## src/core/timer_wdt_map.svh

```systemverilog
`ifndef TIMER_WDT_MAP_SVH
`define TIMER_WDT_MAP_SVH

// ****************************************************************
// Register byte addresses
// ****************************************************************
`define OFS_CORE_CONTROL   6'h00
`define OFS_TIMER_COUNTER  6'h04
`define OFS_PORT5_DIR      6'h08
`define OFS_PORT6_DIR      6'h0c
`define OFS_PULLDOWN       6'h10
`define OFS_OPEN_DRAIN     6'h14
`define OFS_PULLUP         6'h18
`define OFS_WDT_CONTROL    6'h1c
`define OFS_IRQ_MASK       6'h20
`define OFS_IRQ_FLAGS      6'h24
`define OFS_COMMAND        6'h28

// ****************************************************************
// Field positions
// ****************************************************************
`define CC_GLOBAL_IRQ      6
`define CC_SOURCE          5
`define CC_EDGE            4
`define CC_OWNER           3
`define WC_ENABLE          7
`define WC_EXT_SELECT      6
`define IRQ_EXT            2
`define IRQ_CHANGE         1
`define IRQ_TIMER          0
`define CMD_IRQ_ON         0
`define CMD_IRQ_OFF        1
`define CMD_RETURN_IRQ     2
`define CMD_WDT_CLEAR      3
`define CMD_SLEEP          4
`define CMD_IRQ_ENTRY      5
`define UNUSED_BIT         3

// ****************************************************************
// Reset values
// ****************************************************************
`define RST_CORE_CONTROL   8'hbf
`define RST_PORT5_DIR      4'hf
`define RST_PORT6_DIR      8'hff
`define RST_PULLDOWN       8'hff
`define RST_OPEN_DRAIN     8'h00
`define RST_PULLUP         8'hff
`define RST_WDT_CONTROL    8'h80
`define MASK_UPPER_ONES    8'hf8

// ****************************************************************
// Timing
// ****************************************************************
`define CLK_PERIOD_NS      10
`define WDT_PERIOD_MS      18

`endif

```

## src/core/timer_wdt_pkg.sv

```systemverilog
package timer_wdt_pkg;

	typedef struct packed {
		logic [3:0] port5_dir;
		logic [7:0] port6_dir;
		logic [7:0] pulldown_off;
		logic [7:0] open_drain;
		logic [7:0] pullup_off;
		logic       ext_irq_pin_select;
		logic       count_pin_is_input;
	} pin_cfg_t;

	typedef struct packed {
		logic        waitreq;
		logic [7:0]  rdata;
		logic [7:0]  core_control;
		logic [7:0]  timer;
		pin_cfg_t    pins;
		logic [7:0]  wdt_control;
		logic [2:0]  irq_mask;
		logic [2:0]  flags;
		logic [7:0]  presc;
		logic [23:0] wdt_cnt;
		logic [1:0]  cyc_div;
		logic [1:0]  cnt_sync;
		logic        cnt_prev;
		logic [1:0]  ext_sync;
		logic        ext_prev;
		logic [1:0]  chg_sync;
		logic        chg_prev;
		logic [1:0]  div_sync;
		logic        irq_req;
		logic        wdt_reset;
	} state_t;

endpackage : timer_wdt_pkg

```

## src/core/timer_wdt_ctrl.sv

```systemverilog
// Operation
// Control bit 6 shows global interrupt enable.
// Bit 5 picks cycle clock or pin.
// Bit 4 picks rising or falling pin edge.
// Bit 3 gives prescaler to timer or watchdog.
// Bits 2..0 pick the divide ratio.
// Direction bit 0 drives, 1 floats pin.
// Port5 direction upper nibble reads zero.
// Pull-down bits active low, bit 3 one.
// Open-drain bits active high, bit 3 zero.
// Pull-high bits active low, bit 3 one.
// Watchdog bit 7 enables, 5..0 storage.
// Watchdog bit 6 routes external interrupt pin.
// Mask bits 2..0 enable, 7..3 read one.
// Interrupt needs mask bit and global enable.
// One prescaler, one owner at a time.
// Timer write clears timer-owned prescaler.
// Watchdog clear or sleep clears watchdog.
// Eight-bit timer, one step per cycle.
// Cycle clock is main clock over 2/4.
// Watchdog time-out resets device when enabled.
// Unprescaled watchdog period about 18 ms.
// Software may toggle watchdog enable anytime.
// Timer wraps and sets overflow flag.
//
// Local design decisions: the Avalon-MM interface to the registers and the placing of the registers.
`timescale 1ns/1ps
`include "timer_wdt_map.svh"

module timer_wdt_ctrl
	import timer_wdt_pkg::*;
#(
	parameter int WDT_TIMEOUT_CYCLES = `WDT_PERIOD_MS * 1000000 / `CLK_PERIOD_NS
) (
	input  wire logic        clk,
	input  wire logic        rst,
	input  wire logic [5:0]  avs_address,
	input  wire logic        avs_read,
	input  wire logic        avs_write,
	input  wire logic [31:0] avs_writedata,
	input  wire logic [3:0]  avs_byteenable,
	output logic      [31:0] avs_readdata,
	output logic             avs_waitrequest,
	input  wire logic        count_input_pin,
	input  wire logic        shared_irq_io_pin,
	input  wire logic        port_change_level,
	input  wire logic        cycle_div4_option,
	output pin_cfg_t         pin_cfg,
	output logic             irq_request,
	output logic             watchdog_reset
);

	// ****************************************************************
	// State and helpers
	// ****************************************************************
	localparam logic [23:0] WDT_LAST = 24'(WDT_TIMEOUT_CYCLES - 1);

	state_t st_r;
	state_t st_nxt;

	logic       req;
	logic       wr_take;
	logic [7:0] wdat;
	logic       cmd_wr;
	logic       owner_wdt;
	logic       cyc_tick;
	logic       pin_edge;
	logic       src_evt;
	logic       presc_evt;
	logic [3:0] presc_n;
	logic       presc_tick;
	logic       timer_inc;
	logic       wdt_inc;
	logic       timer_wr;
	logic       wdt_clr;
	logic [2:0] flag_set;
	logic       glob_set;
	logic       glob_clr;

	// The ratio is a power of two, so a tick is the low n bits all set.
	function automatic logic presc_hit(input logic [7:0] p, input logic [3:0] n);
		logic [7:0] mask;
		mask = 8'((16'h0001 << n) - 16'h0001);
		return (p & mask) == mask;
	endfunction : presc_hit

	// ****************************************************************
	// Next state
	// ****************************************************************
	always_comb begin
		st_nxt = st_r;

		req     = avs_read | avs_write;
		wr_take = avs_write & ~st_r.waitreq & avs_byteenable[0];
		wdat    = avs_writedata[7:0];
		cmd_wr  = wr_take && (avs_address == `OFS_COMMAND);

		// Synchronisers; the second stage alone feeds logic.
		st_nxt.cnt_sync = {st_r.cnt_sync[0], count_input_pin};
		st_nxt.ext_sync = {st_r.ext_sync[0], shared_irq_io_pin};
		st_nxt.chg_sync = {st_r.chg_sync[0], port_change_level};
		st_nxt.div_sync = {st_r.div_sync[0], cycle_div4_option};
		st_nxt.cnt_prev = st_r.cnt_sync[1];
		st_nxt.ext_prev = st_r.ext_sync[1];
		st_nxt.chg_prev = st_r.chg_sync[1];

		// Instruction cycle tick, one in two or one in four clocks.
		cyc_tick = st_r.cyc_div == (st_r.div_sync[1] ? 2'd3 : 2'd1);
		st_nxt.cyc_div = cyc_tick ? 2'd0 : st_r.cyc_div + 2'd1;

		pin_edge = st_r.core_control[`CC_EDGE] ? (st_r.cnt_prev & ~st_r.cnt_sync[1])
		                                       : (~st_r.cnt_prev & st_r.cnt_sync[1]);
		src_evt  = st_r.core_control[`CC_SOURCE] ? pin_edge : cyc_tick;

		// Watchdog base time steps every clock; the prescaler has one owner.
		owner_wdt  = st_r.core_control[`CC_OWNER];
		presc_evt  = owner_wdt ? 1'b1 : src_evt;
		presc_n    = owner_wdt ? {1'b0, st_r.core_control[2:0]}
		                       : {1'b0, st_r.core_control[2:0]} + 4'd1;
		presc_tick = presc_evt & presc_hit(st_r.presc, presc_n);
		timer_inc  = owner_wdt ? src_evt : presc_tick;
		wdt_inc    = owner_wdt ? presc_tick : 1'b1;

		timer_wr = wr_take && (avs_address == `OFS_TIMER_COUNTER);
		wdt_clr  = cmd_wr && (wdat[`CMD_WDT_CLEAR] || wdat[`CMD_SLEEP]);

		// Prescaler.
		if ((timer_wr && !owner_wdt) || (wdt_clr && owner_wdt)) begin
			st_nxt.presc = 8'h00;
		end else if (presc_evt) begin
			st_nxt.presc = st_r.presc + 8'h01;
		end

		// Timer counter; a write wins over a count in the same cycle.
		flag_set = 3'b000;
		if (timer_wr) begin
			st_nxt.timer = wdat;
		end else if (timer_inc) begin
			st_nxt.timer = st_r.timer + 8'h01;
			flag_set[`IRQ_TIMER] = (st_r.timer == 8'hff);
		end

		// Watchdog counter.
		st_nxt.wdt_reset = 1'b0;
		if (wdt_clr || !st_r.wdt_control[`WC_ENABLE]) begin
			st_nxt.wdt_cnt = 24'h00_0000;
		end else if (wdt_inc) begin
			if (st_r.wdt_cnt == WDT_LAST) begin
				st_nxt.wdt_cnt   = 24'h00_0000;
				st_nxt.wdt_reset = 1'b1;
			end else begin
				st_nxt.wdt_cnt = st_r.wdt_cnt + 24'h00_0001;
			end
		end

		// Interrupt sources; the external one is an active-low pin.
		flag_set[`IRQ_EXT] = st_r.pins.ext_irq_pin_select
		                     & st_r.ext_prev & ~st_r.ext_sync[1];
		flag_set[`IRQ_CHANGE] = st_r.chg_prev ^ st_r.chg_sync[1];

		// Write one clears a flag, but a new event in the same cycle survives.
		if (wr_take && (avs_address == `OFS_IRQ_FLAGS)) begin
			st_nxt.flags = (st_r.flags & ~wdat[2:0]) | flag_set;
		end else begin
			st_nxt.flags = st_r.flags | flag_set;
		end

		// Global enable; set wins when both arrive together.
		glob_set = cmd_wr && (wdat[`CMD_IRQ_ON] || wdat[`CMD_RETURN_IRQ]);
		glob_clr = cmd_wr && (wdat[`CMD_IRQ_OFF] || wdat[`CMD_IRQ_ENTRY]);

		// Register writes.
		if (wr_take) begin
			unique case (avs_address)
				`OFS_CORE_CONTROL: begin
					st_nxt.core_control = wdat;
				end
				`OFS_PORT5_DIR: begin
					st_nxt.pins.port5_dir = wdat[3:0];
				end
				`OFS_PORT6_DIR: begin
					st_nxt.pins.port6_dir = wdat;
				end
				`OFS_PULLDOWN: begin
					st_nxt.pins.pulldown_off = wdat | 8'h08;
				end
				`OFS_OPEN_DRAIN: begin
					st_nxt.pins.open_drain = wdat & 8'hf7;
				end
				`OFS_PULLUP: begin
					st_nxt.pins.pullup_off = wdat | 8'h08;
				end
				`OFS_WDT_CONTROL: begin
					st_nxt.wdt_control = wdat;
				end
				`OFS_IRQ_MASK: begin
					st_nxt.irq_mask = wdat[2:0];
				end
				default: begin
				end
			endcase
		end

		if (glob_set) begin
			st_nxt.core_control[`CC_GLOBAL_IRQ] = 1'b1;
		end else if (glob_clr) begin
			st_nxt.core_control[`CC_GLOBAL_IRQ] = 1'b0;
		end

		st_nxt.pins.ext_irq_pin_select = st_nxt.wdt_control[`WC_EXT_SELECT];
		st_nxt.pins.count_pin_is_input = st_nxt.core_control[`CC_SOURCE];

		st_nxt.irq_req = st_r.core_control[`CC_GLOBAL_IRQ]
		                 & |(st_r.irq_mask & st_r.flags);

		// One wait cycle, then the answer for one cycle.
		st_nxt.waitreq = ~(req & st_r.waitreq);
		if (req && st_r.waitreq) begin
			unique case (avs_address)
				`OFS_CORE_CONTROL:  st_nxt.rdata = st_r.core_control;
				`OFS_TIMER_COUNTER: st_nxt.rdata = st_r.timer;
				`OFS_PORT5_DIR:     st_nxt.rdata = {4'h0, st_r.pins.port5_dir};
				`OFS_PORT6_DIR:     st_nxt.rdata = st_r.pins.port6_dir;
				`OFS_PULLDOWN:      st_nxt.rdata = st_r.pins.pulldown_off;
				`OFS_OPEN_DRAIN:    st_nxt.rdata = st_r.pins.open_drain;
				`OFS_PULLUP:        st_nxt.rdata = st_r.pins.pullup_off;
				`OFS_WDT_CONTROL:   st_nxt.rdata = st_r.wdt_control;
				`OFS_IRQ_MASK:      st_nxt.rdata = `MASK_UPPER_ONES | {5'h00, st_r.irq_mask};
				`OFS_IRQ_FLAGS:     st_nxt.rdata = {5'h00, st_r.flags};
				default:            st_nxt.rdata = 8'h00;
			endcase
		end
	end

	// ****************************************************************
	// State register
	// ****************************************************************
	always_ff @(posedge clk) begin
		if (rst) begin
			st_r                   <= '0;
			st_r.waitreq           <= 1'b1;
			st_r.core_control      <= `RST_CORE_CONTROL;
			st_r.pins.port5_dir    <= `RST_PORT5_DIR;
			st_r.pins.port6_dir    <= `RST_PORT6_DIR;
			st_r.pins.pulldown_off <= `RST_PULLDOWN;
			st_r.pins.open_drain   <= `RST_OPEN_DRAIN;
			st_r.pins.pullup_off   <= `RST_PULLUP;
			st_r.pins.count_pin_is_input <= 1'b1;
			st_r.wdt_control       <= `RST_WDT_CONTROL;
			// The count pin idles low, so a high reset value would count a false edge.
			st_r.cnt_prev          <= 1'b0;
			st_r.ext_prev          <= 1'b1;
			st_r.cnt_sync          <= 2'b00;
			st_r.ext_sync          <= 2'b11;
		end else begin
			st_r <= st_nxt;
		end
	end

	assign avs_readdata    = {24'h00_0000, st_r.rdata};
	assign avs_waitrequest = st_r.waitreq;
	assign pin_cfg         = st_r.pins;
	assign irq_request     = st_r.irq_req;
	assign watchdog_reset  = st_r.wdt_reset;
endmodule : timer_wdt_ctrl

```

## config.mk

```make
export PLATFORM = sky130hd
export DESIGN_NAME = timer_wdt_ctrl
export DESIGN_NICKNAME = d
export VERILOG_FILES = /design/src/core/timer_wdt_pkg.sv /design/src/core/timer_wdt_ctrl.sv
export VERILOG_INCLUDE_DIRS = /design/src /design/src/core
export SDC_FILE = /design/constraint.sdc
export NUM_CORES = 1
export LEC_CHECK = 0
export ABC_AREA = 1
export BUFFER_PORTS_ARGS = -buffer_cell sky130_fd_sc_hd__buf_2
export CORE_UTILIZATION = 50
export CTS_CLUSTER_SIZE = 14
export DETAILED_ROUTE_END_ITERATION = 8
export PLACE_DENSITY_LB_ADDON = 0.12
export REMOVE_ABC_BUFFERS = 1
export SLEW_MARGIN = 20
export SYNTH_ARGS = -nofsm -noshare
export SYNTH_HDL_FRONTEND = slang
export SYNTH_SLANG_ARGS = --single-unit
```

## constraint.sdc

```tcl
create_clock -name clk -period 2.2 [get_ports clk]
set_input_delay 0.66 -clock clk [delete_from_list [all_inputs] [get_ports clk]]
set_output_delay 0.66 -clock clk [all_outputs]
set_load 0.05 [all_outputs]
```

==> flow_summary.ini, run 1 <==
[clock_network]
cts.sink_count = 119
clkTransAtPathRegs_ns = 0.06
root_buffer = clkbuf_16
clkLatencyLatePin_ns = 0.42
cts_buffer_depth = 2
cts_buffers = 17
cts_tree = yes
hold_buffers = 0
htree_levels = 4

[place]
numPortBuffers = 68
dp_hpwl_um = 13200
place_congestion = 0.938
pre_cts_ws_ns = -0.213

[power_and_ir_drop]
switching_share = 0.243
ir_worst_vdd_mv = 0.551
power_w = 0.00561
p_sw_w = 0.00137
power_density_nw_per_um2 = 708
cellInternalPower_w = 0.00425
pwr-share-seq = 0.392
combPwrFrac = 0.065
leakagePower_nw = 3.60
power_frac_clock = 0.543

[worst_hold_path]
hp-class = flip-flop to flip-flop

[global_routing]
grt.overflow.total = 0
grt_pass1_vias = 5998
grt_use_total = 0.295
grt_first_pass_wirelength_um = 29700
grt_max_degree = 32
antenna_found_initial = 0

[outcome]
violations = setup timing
status = complete, but fails checks

[sta]
setup_viol_count_final = 34
maxSlewViolCount = 0
hold_viol = 0
relSlewSlack = 0.651
period_share = 1.08
rsz0062_at_grt = yes
worst_slew_pin_slew_ns = 0.521
fin_ws_ns = -0.169
min_period_ns = 2.37
fin_skew_ns = 0.00750
clock.fmax_mhz = 422

[logic_synthesis]
yosysSeqAreaShare = 0.372
synth_area_per_cell_um2 = 7.17
syn_inst = 892
yosysUniqueCellTypes = 42
synth.cell_area_um2 = 6400
yosysWarnings = 0
ys_ff_latch = 119

[detailed_routing]
antenna_left = 0
routed_wl_um = 18600
drc = 0
drtIter0Drc = 332
viasPerCell = 5.38
wl_per_cell_um = 15.9
vias = 6271
firstDrtPassIters = 6

[final_layout]
register_area_um2 = 2390
fill_cells = 1115
multiInputGateArea_um2 = 3320
synthToLayoutAreaGrowth_pct = 23.9
antenna_cells = 0
fin_nets = 1040
drive_gt1_frac = 0.242

[die]
die_w_um = 115
floorplan.rows = 40
initial_utilization = 0.522
core_um2 = 12300
die-area_um2 = 13300
fp.dieH_um = 115
io-pin-count = 123

[setup_path]
criticalPathCategory = flip-flop to flip-flop
cp-end-kind = flip-flop
arrival_ns = 2.66
cp_max_fo = 3
cp.required_ns = 2.49
critPathLaunchType = flip-flop

[flow_run]
drv_cap = 0
per-stage QoR:
step	instances	hold slack, ns	utilization	setup TNS [ns]	instance area [µm²]
6_report	1166	0.407	0.647	-4.02	7930
2_1_floorplan	821	0.388	-	-26.06	5840
5_1_grt	1166	0.418	0.647	-7.58	7930
3_5_place_dp	1122	0.398	0.563	-6.93	6910
3_3_place_gp	1122	0.395	0.563	-4.81	6910
4_1_cts	1165	0.407	0.635	-1.28	7780
area by class of cell:
type	instances	share of cell area
clock buffers	19	0.0571
inverters	105	0.0497
flip-flops and latches	119	0.301
clock inverters	13	0.0246
multi-input cells	599	0.419
well taps	168	0.0265
repair buffers	143	0.122
timing repair:
item	CTS	global route
setup endpoints to repair	34	34
buffers inserted	7	1
pin swaps	14	13
endpoints found under the hold margin	0	0
resized for setup	32	32
gates cloned	4	0
cell usage in the layout, fill, tap and decap left out, types with 3 or more instances in the layout:
master	netlist	final
nand3_1	79	64
o211ai_1	35	35
or2_2	5	5
a21oi_2	0	9
a21oi_1	75	64
nor3b_1	5	5
bufinv_16	0	4
nand2_1	160	151
a221oi_1	10	10
buf_2	4	68
inv_1	99	97
nand3_2	1	15
xor2_1	15	15
nand4_1	16	16
o21ai_1	2	3
dfxtp_2	0	3
a22oi_1	7	7
conb_1	2	27
nand2_4	0	3
ha_1	5	3
nor4_1	6	6
buf_6	3	3
inv_2	5	7
o21ai_0	42	41
nand3b_1	4	4
xnor2_1	9	9
nor2_1	60	59
nor3_1	14	13
clkbuf_16	0	17
clkinv_4	0	6
nand2_2	3	10
dfxtp_1	119	116
buf_4	70	68
worst paths after layout:
check | startpoint | end | slack [ns] | cells after the start
hold / removal | st_nxt[6] | st_nxt[4] | 0.41 | 2
hold reg to reg | st_nxt[6] | st_nxt[4] | 0.41 | 2
setup / recovery | st_r[108] | st_r[102] | -0.17 | 16
setup reg to reg | st_r[108] | st_r[102] | -0.17 | 16
synthesized netlist by cell type:
cell	count	area, µm²
xor2_1	15	131
o21ai_0	42	210
nor2_2	2	12.5
ha_1	5	62.6
a21oi_1	75	375
xnor2_1	9	78.8
buf_2	4	20.0
nor4_1	6	37.5
dfxtp_1	119	2380
o22ai_1	3	18.8
buf_1	2	7.51
o2111ai_1	1	8.76
nor2_1	60	225
nand3_1	79	395
nand3b_1	4	30.0
inv_2	5	18.8
clkinv_1	1	3.75
nor3_1	14	70.1
o21bai_1	3	22.5
or2_2	5	31.3
a221oi_1	10	87.6
nand3_2	1	10.0
inv_1	99	372
nand4_1	16	100
o31ai_1	1	7.51
and3_1	1	6.26
o211ai_1	35	263
buf_4	70	526
a22oi_1	7	52.6
conb_1	2	7.51
nand2_1	160	601
nand2_2	3	18.8
nor3b_1	5	37.5
buf_6	3	33.8
or2_1	1	6.26
a22o_1	1	8.76
nor4b_1	1	8.76
a31oi_1	1	6.26
nor3_2	1	10.0
nand2_8	1	20.0
clkbuf_1	17	63.8
o21ai_1	2	10.0
sequential cells by signal, summed over array words and instances, names as in the netlist:
name	flops
pin_cfg	33
watchdog_reset	1
owner_wdt	1
avs_readdata	8
avs_waitrequest	1
st_nxt	7
irq_request	1
st_r	67
layer usage:
| layer | up-vias | global-route usage | part of all wire |
|---|---|---|---|
| li1 | 3076 | - | - |
| met2 | 210 | 0.510 | 0.50 |
| met3 | 50 | 0.0717 | 0.047 |
| met5 | - | 0 | 0 |
| met1 | 2935 | 0.337 | 0.41 |
| met4 | 0 | 0.154 | 0.041 |
logic make-up (layout without fill, tap and decap cells):
kind of cell	count (synthesis)	count (layout)	share of synthesized area
simple gates	360	362	0.253
buf+inv	201	280	0.163
fa+ha+maj	5	5	0.00978
compound gates	181	181	0.167
other cells	2	27	0.00117
xor+xnor	24	24	0.0329
flops	119	119	0.372
critical path: stages (launching register included):
cell	delay (ns)
dfxtp_2	0.33
ha_4	0.24
nand2_2	0.06
nand2_2	0.06
inv_2	0.08
nand2_2	0.07
inv_2	0.05
nand2_2	0.07
ha_4	0.27
o22ai_2	0.06
a21oi_1	0.12
nand3_1	0.13
o21bai_2	0.25
nand2_2	0.14
buf_4	0.17
nand3_2	0.09
a21oi_4	0.07
power groups by stage:
stage | sequential (W) | combinational (W) | clock [W]
3_5_place_dp | 0.00225 | 0.000351 | 0
5_1_grt | 0.00220 | 0.000389 | 0.00317
6_report | 0.00220 | 0.000362 | 0.00305
2_1_floorplan | 0.00227 | 0.000204 | 0
4_1_cts | 0.00220 | 0.000355 | 0.00308
3_3_place_gp | 0.00225 | 0.000347 | 0
(Power assumes the default switching activity.)
==> inputs of run 2 (changes only) <==
ABC_AREA = 0   (was 1)
CORE_UTILIZATION = 55   (was 50)
clock period = 2.28 ns   (was 2.2 ns; I/O delays follow)
==> run 2 against run 1 <==
- the run still ends with setup timing left
- global-route usage rose by 1.6 points
- combinational power rose by 6.1%
- maximum frequency fell by 27%
- clock skew rose by 0.0028 ns
- cell count fell by 12%
- via count fell by 1.3%
- non-clock buffer count rose by 32
- sequential power fell by 4%
- largest cell class unchanged
- highest routed layer unchanged
==> flow_summary.ini, run 2 <==
[outcome]
status = complete, but fails checks
violations = setup timing

[clock_network]
clkTransAtPathRegs_ns = 0.06
cts.sink_count = 119
cts_buffers = 17
cts_tree = yes
htree_levels = 4
hold_buffers = 0
cts_buffer_depth = 2
root_buffer = clkbuf_16
clkLatencyLatePin_ns = 0.42

[final_layout]
fill_cells = 843
antenna_cells = 0
register_area_um2 = 2390
fin_nets = 925
largest_reg_flops = 67
synthToLayoutAreaGrowth_pct = 26.4
top_register = st_r
final_common_cell = dfxtp_1
drive_gt1_frac = 0.290
multiInputGateArea_um2 = 3520
final_cell_mix = dfxtp_1 (116), nand2_1 (92), buf_4 (85)

[logic_synthesis]
synth_simple_gate_area_frac = 0.282
synth.cell_area_um2 = 6350
muxShareOfSynthArea = 0.0189
synth_commonest_cells = dfxtp_1 (119), nand2_1 (92), buf_4 (70), nor2_1 (52), a21oi_1 (46)
ys_ff_latch = 119
synth_top_family_by_area = simple AND/OR/NAND/NOR gates
netlist.area_leader.share = 0.375
yosysSeqAreaShare = 0.375
yosysMostFrequentCell = dfxtp_1
synth_ff_type = dfxtp_1
yosys-top-cells-area = dfxtp_1 (37%), buf_4 (8.3%), nand2_1 (5.4%)
synth_fa_ha_area_frac = 0.00984
yosysWarnings = 0
synth_area_per_cell_um2 = 8.27
syn_inst = 768
synth_compound_area_frac = 0.176
async_flop_share = 0
synth_area_leader_cell = dfxtp_1
synth_edf_count = 0
yosysUniqueCellTypes = 64
synthXorXnorAreaFrac = 0.0152

[detailed_routing]
drtIter0Drc = 489
vias = 6192
wl_per_cell_um = 18.5
antenna_left = 0
routed_wl_um = 18900
viasPerCell = 6.05
firstDrtPassIters = 6
drc = 0

[setup_path]
cp.required_ns = 2.63
cp_max_fo = 7
crit_top_cell = or4_4
crit_chain = ha_4 -> or3_4 -> nor3_2 -> a21oi_1 -> ha_1 -> o32ai_1 -> or4_4 -> o31a_4 -> buf_6 -> or4_4 -> a21oi_2
cp-end-kind = flip-flop
crit_slowest_cell = or4_4
critPathMaxStageDelay_ns = 0.50
arrival_ns = 3.61
criticalPathCategory = flip-flop to flip-flop
critPathLaunchType = flip-flop

[sta]
fin_ws_ns = -0.979
period_share = 1.43
worst_slew_pin_slew_ns = 0.913
clock.fmax_mhz = 307
fin_skew_ns = 0.0103
hold_slack_ns = 0.410
hold_viol = 0
min_period_ns = 3.26
relSlewSlack = 0.390
setup_viol_count_final = 34
rsz0062_at_grt = yes
final.setup.tns_ns = -30.97
maxSlewViolCount = 0

[die]
die-area_um2 = 12000
core_um2 = 11000
fp.dieH_um = 109
die_w_um = 109
io-pin-count = 123
floorplan.rows = 38
initial_utilization = 0.576

[global_routing]
grt_first_pass_wirelength_um = 28300
grt_max_degree = 88
grt_pass1_vias = 5592
grt_use_total = 0.311
antenna_found_initial = 0
grt.overflow.total = 0

[flow_run]
drv_cap = 0

[power_and_ir_drop]
leakagePower_nw = 3.29
ir_worst_vdd_mv = 0.604
power_density_nw_per_um2 = 644

[place]
numPortBuffers = 68
place_congestion = 0.939
pre_cts_ws_ns = -1.04
dp_hpwl_um = 12500

[worst_hold_path]
hp-class = flip-flop to flip-flop
-- run 2: changes by cell type after synthesis, sizes merged, moves of 19 or more --
cell | before | now
inv | 104 | 11
o21ai | 44 | 17
a21oi | 75 | 46
nand3b | 4 | 26
nand2 | 164 | 92
and3 | 1 | 22
nand3 | 80 | 35
o211ai | 35 | 0
or4 | 0 | 20
o31ai | 1 | 20
-- run 2: worst max-delay path, delay by kind of cell (launching register included) --
kind                       cells  cell delay, ns
buffers and inverters          1            0.15
DFF                            1            0.35
and+or+nand+nor                4            1.46
adders and majority gates      2            0.51
AOI/OAI and AO/OA              4            0.71
-- run 2: repair_timing --
item                       in CTS  in global routing
pin swaps                      20                 26
buffers inserted                5                  3
setup endpoints to repair      34                 34
gates cloned                    4                  3
gates resized for setup        16                 44
-- run 2: where the power goes --
part | leakage (nW) | internal [W] | switching (W)
clock | 0.284 | 0.00165 | 0.00102
sequential | 0.962 | 0.00210 | 0.0000141
combinational | 2.04 | 0.000122 | 0.000261
-- run 2: final timing paths --
check	startpoint	slack, ns	end	cells past startpoint
setup / recovery	st_r[107]	-0.98	st_r[22]	11
hold / removal	st_nxt[9]	0.41	st_nxt[7]	1
setup reg to reg	st_r[107]	-0.98	st_r[22]	11
hold reg to reg	st_nxt[9]	0.41	st_nxt[7]	1
-- run 2: layout make-up --
type	count	area share
timing repair buffer	175	0.164
clock buffer	19	0.0552
clock inverter	13	0.0182
multi-input combinational	546	0.439
sequential	119	0.297
inverter	11	0.00514
tap	140	0.0218
-- run 2: cells by family after synthesis --
logic type / Yosys count
other: 2
XOR/XNOR: 11
flip-flops: 119
multiplexers: 12
buffers and inverters: 128
AO/OA/AOI/OAI: 156
adder cells (fa/ha/maj): 5
AND/OR/NAND/NOR: 335
-- run 2: metrics by stage --
stage	std cells	instance area, µm²	util	total power (W)
after global placement	977	6990	0.634	0.00250
after global routing	1023	8030	0.728	0.00530
final	1023	8030	0.728	0.00517
after floorplan	676	5710	-	0.00235
after detailed placement	977	6990	0.634	0.00251
after CTS	1018	7740	0.702	0.00517
-- run 2: metal layers --
layer  up-vias  track usage  routed length, µm
li1       2893            -                  -
met4         0        0.126                366
met3        31       0.0605               1310
met5         -            0                  0
met2       281        0.507               9180
met1      2987        0.404               8070
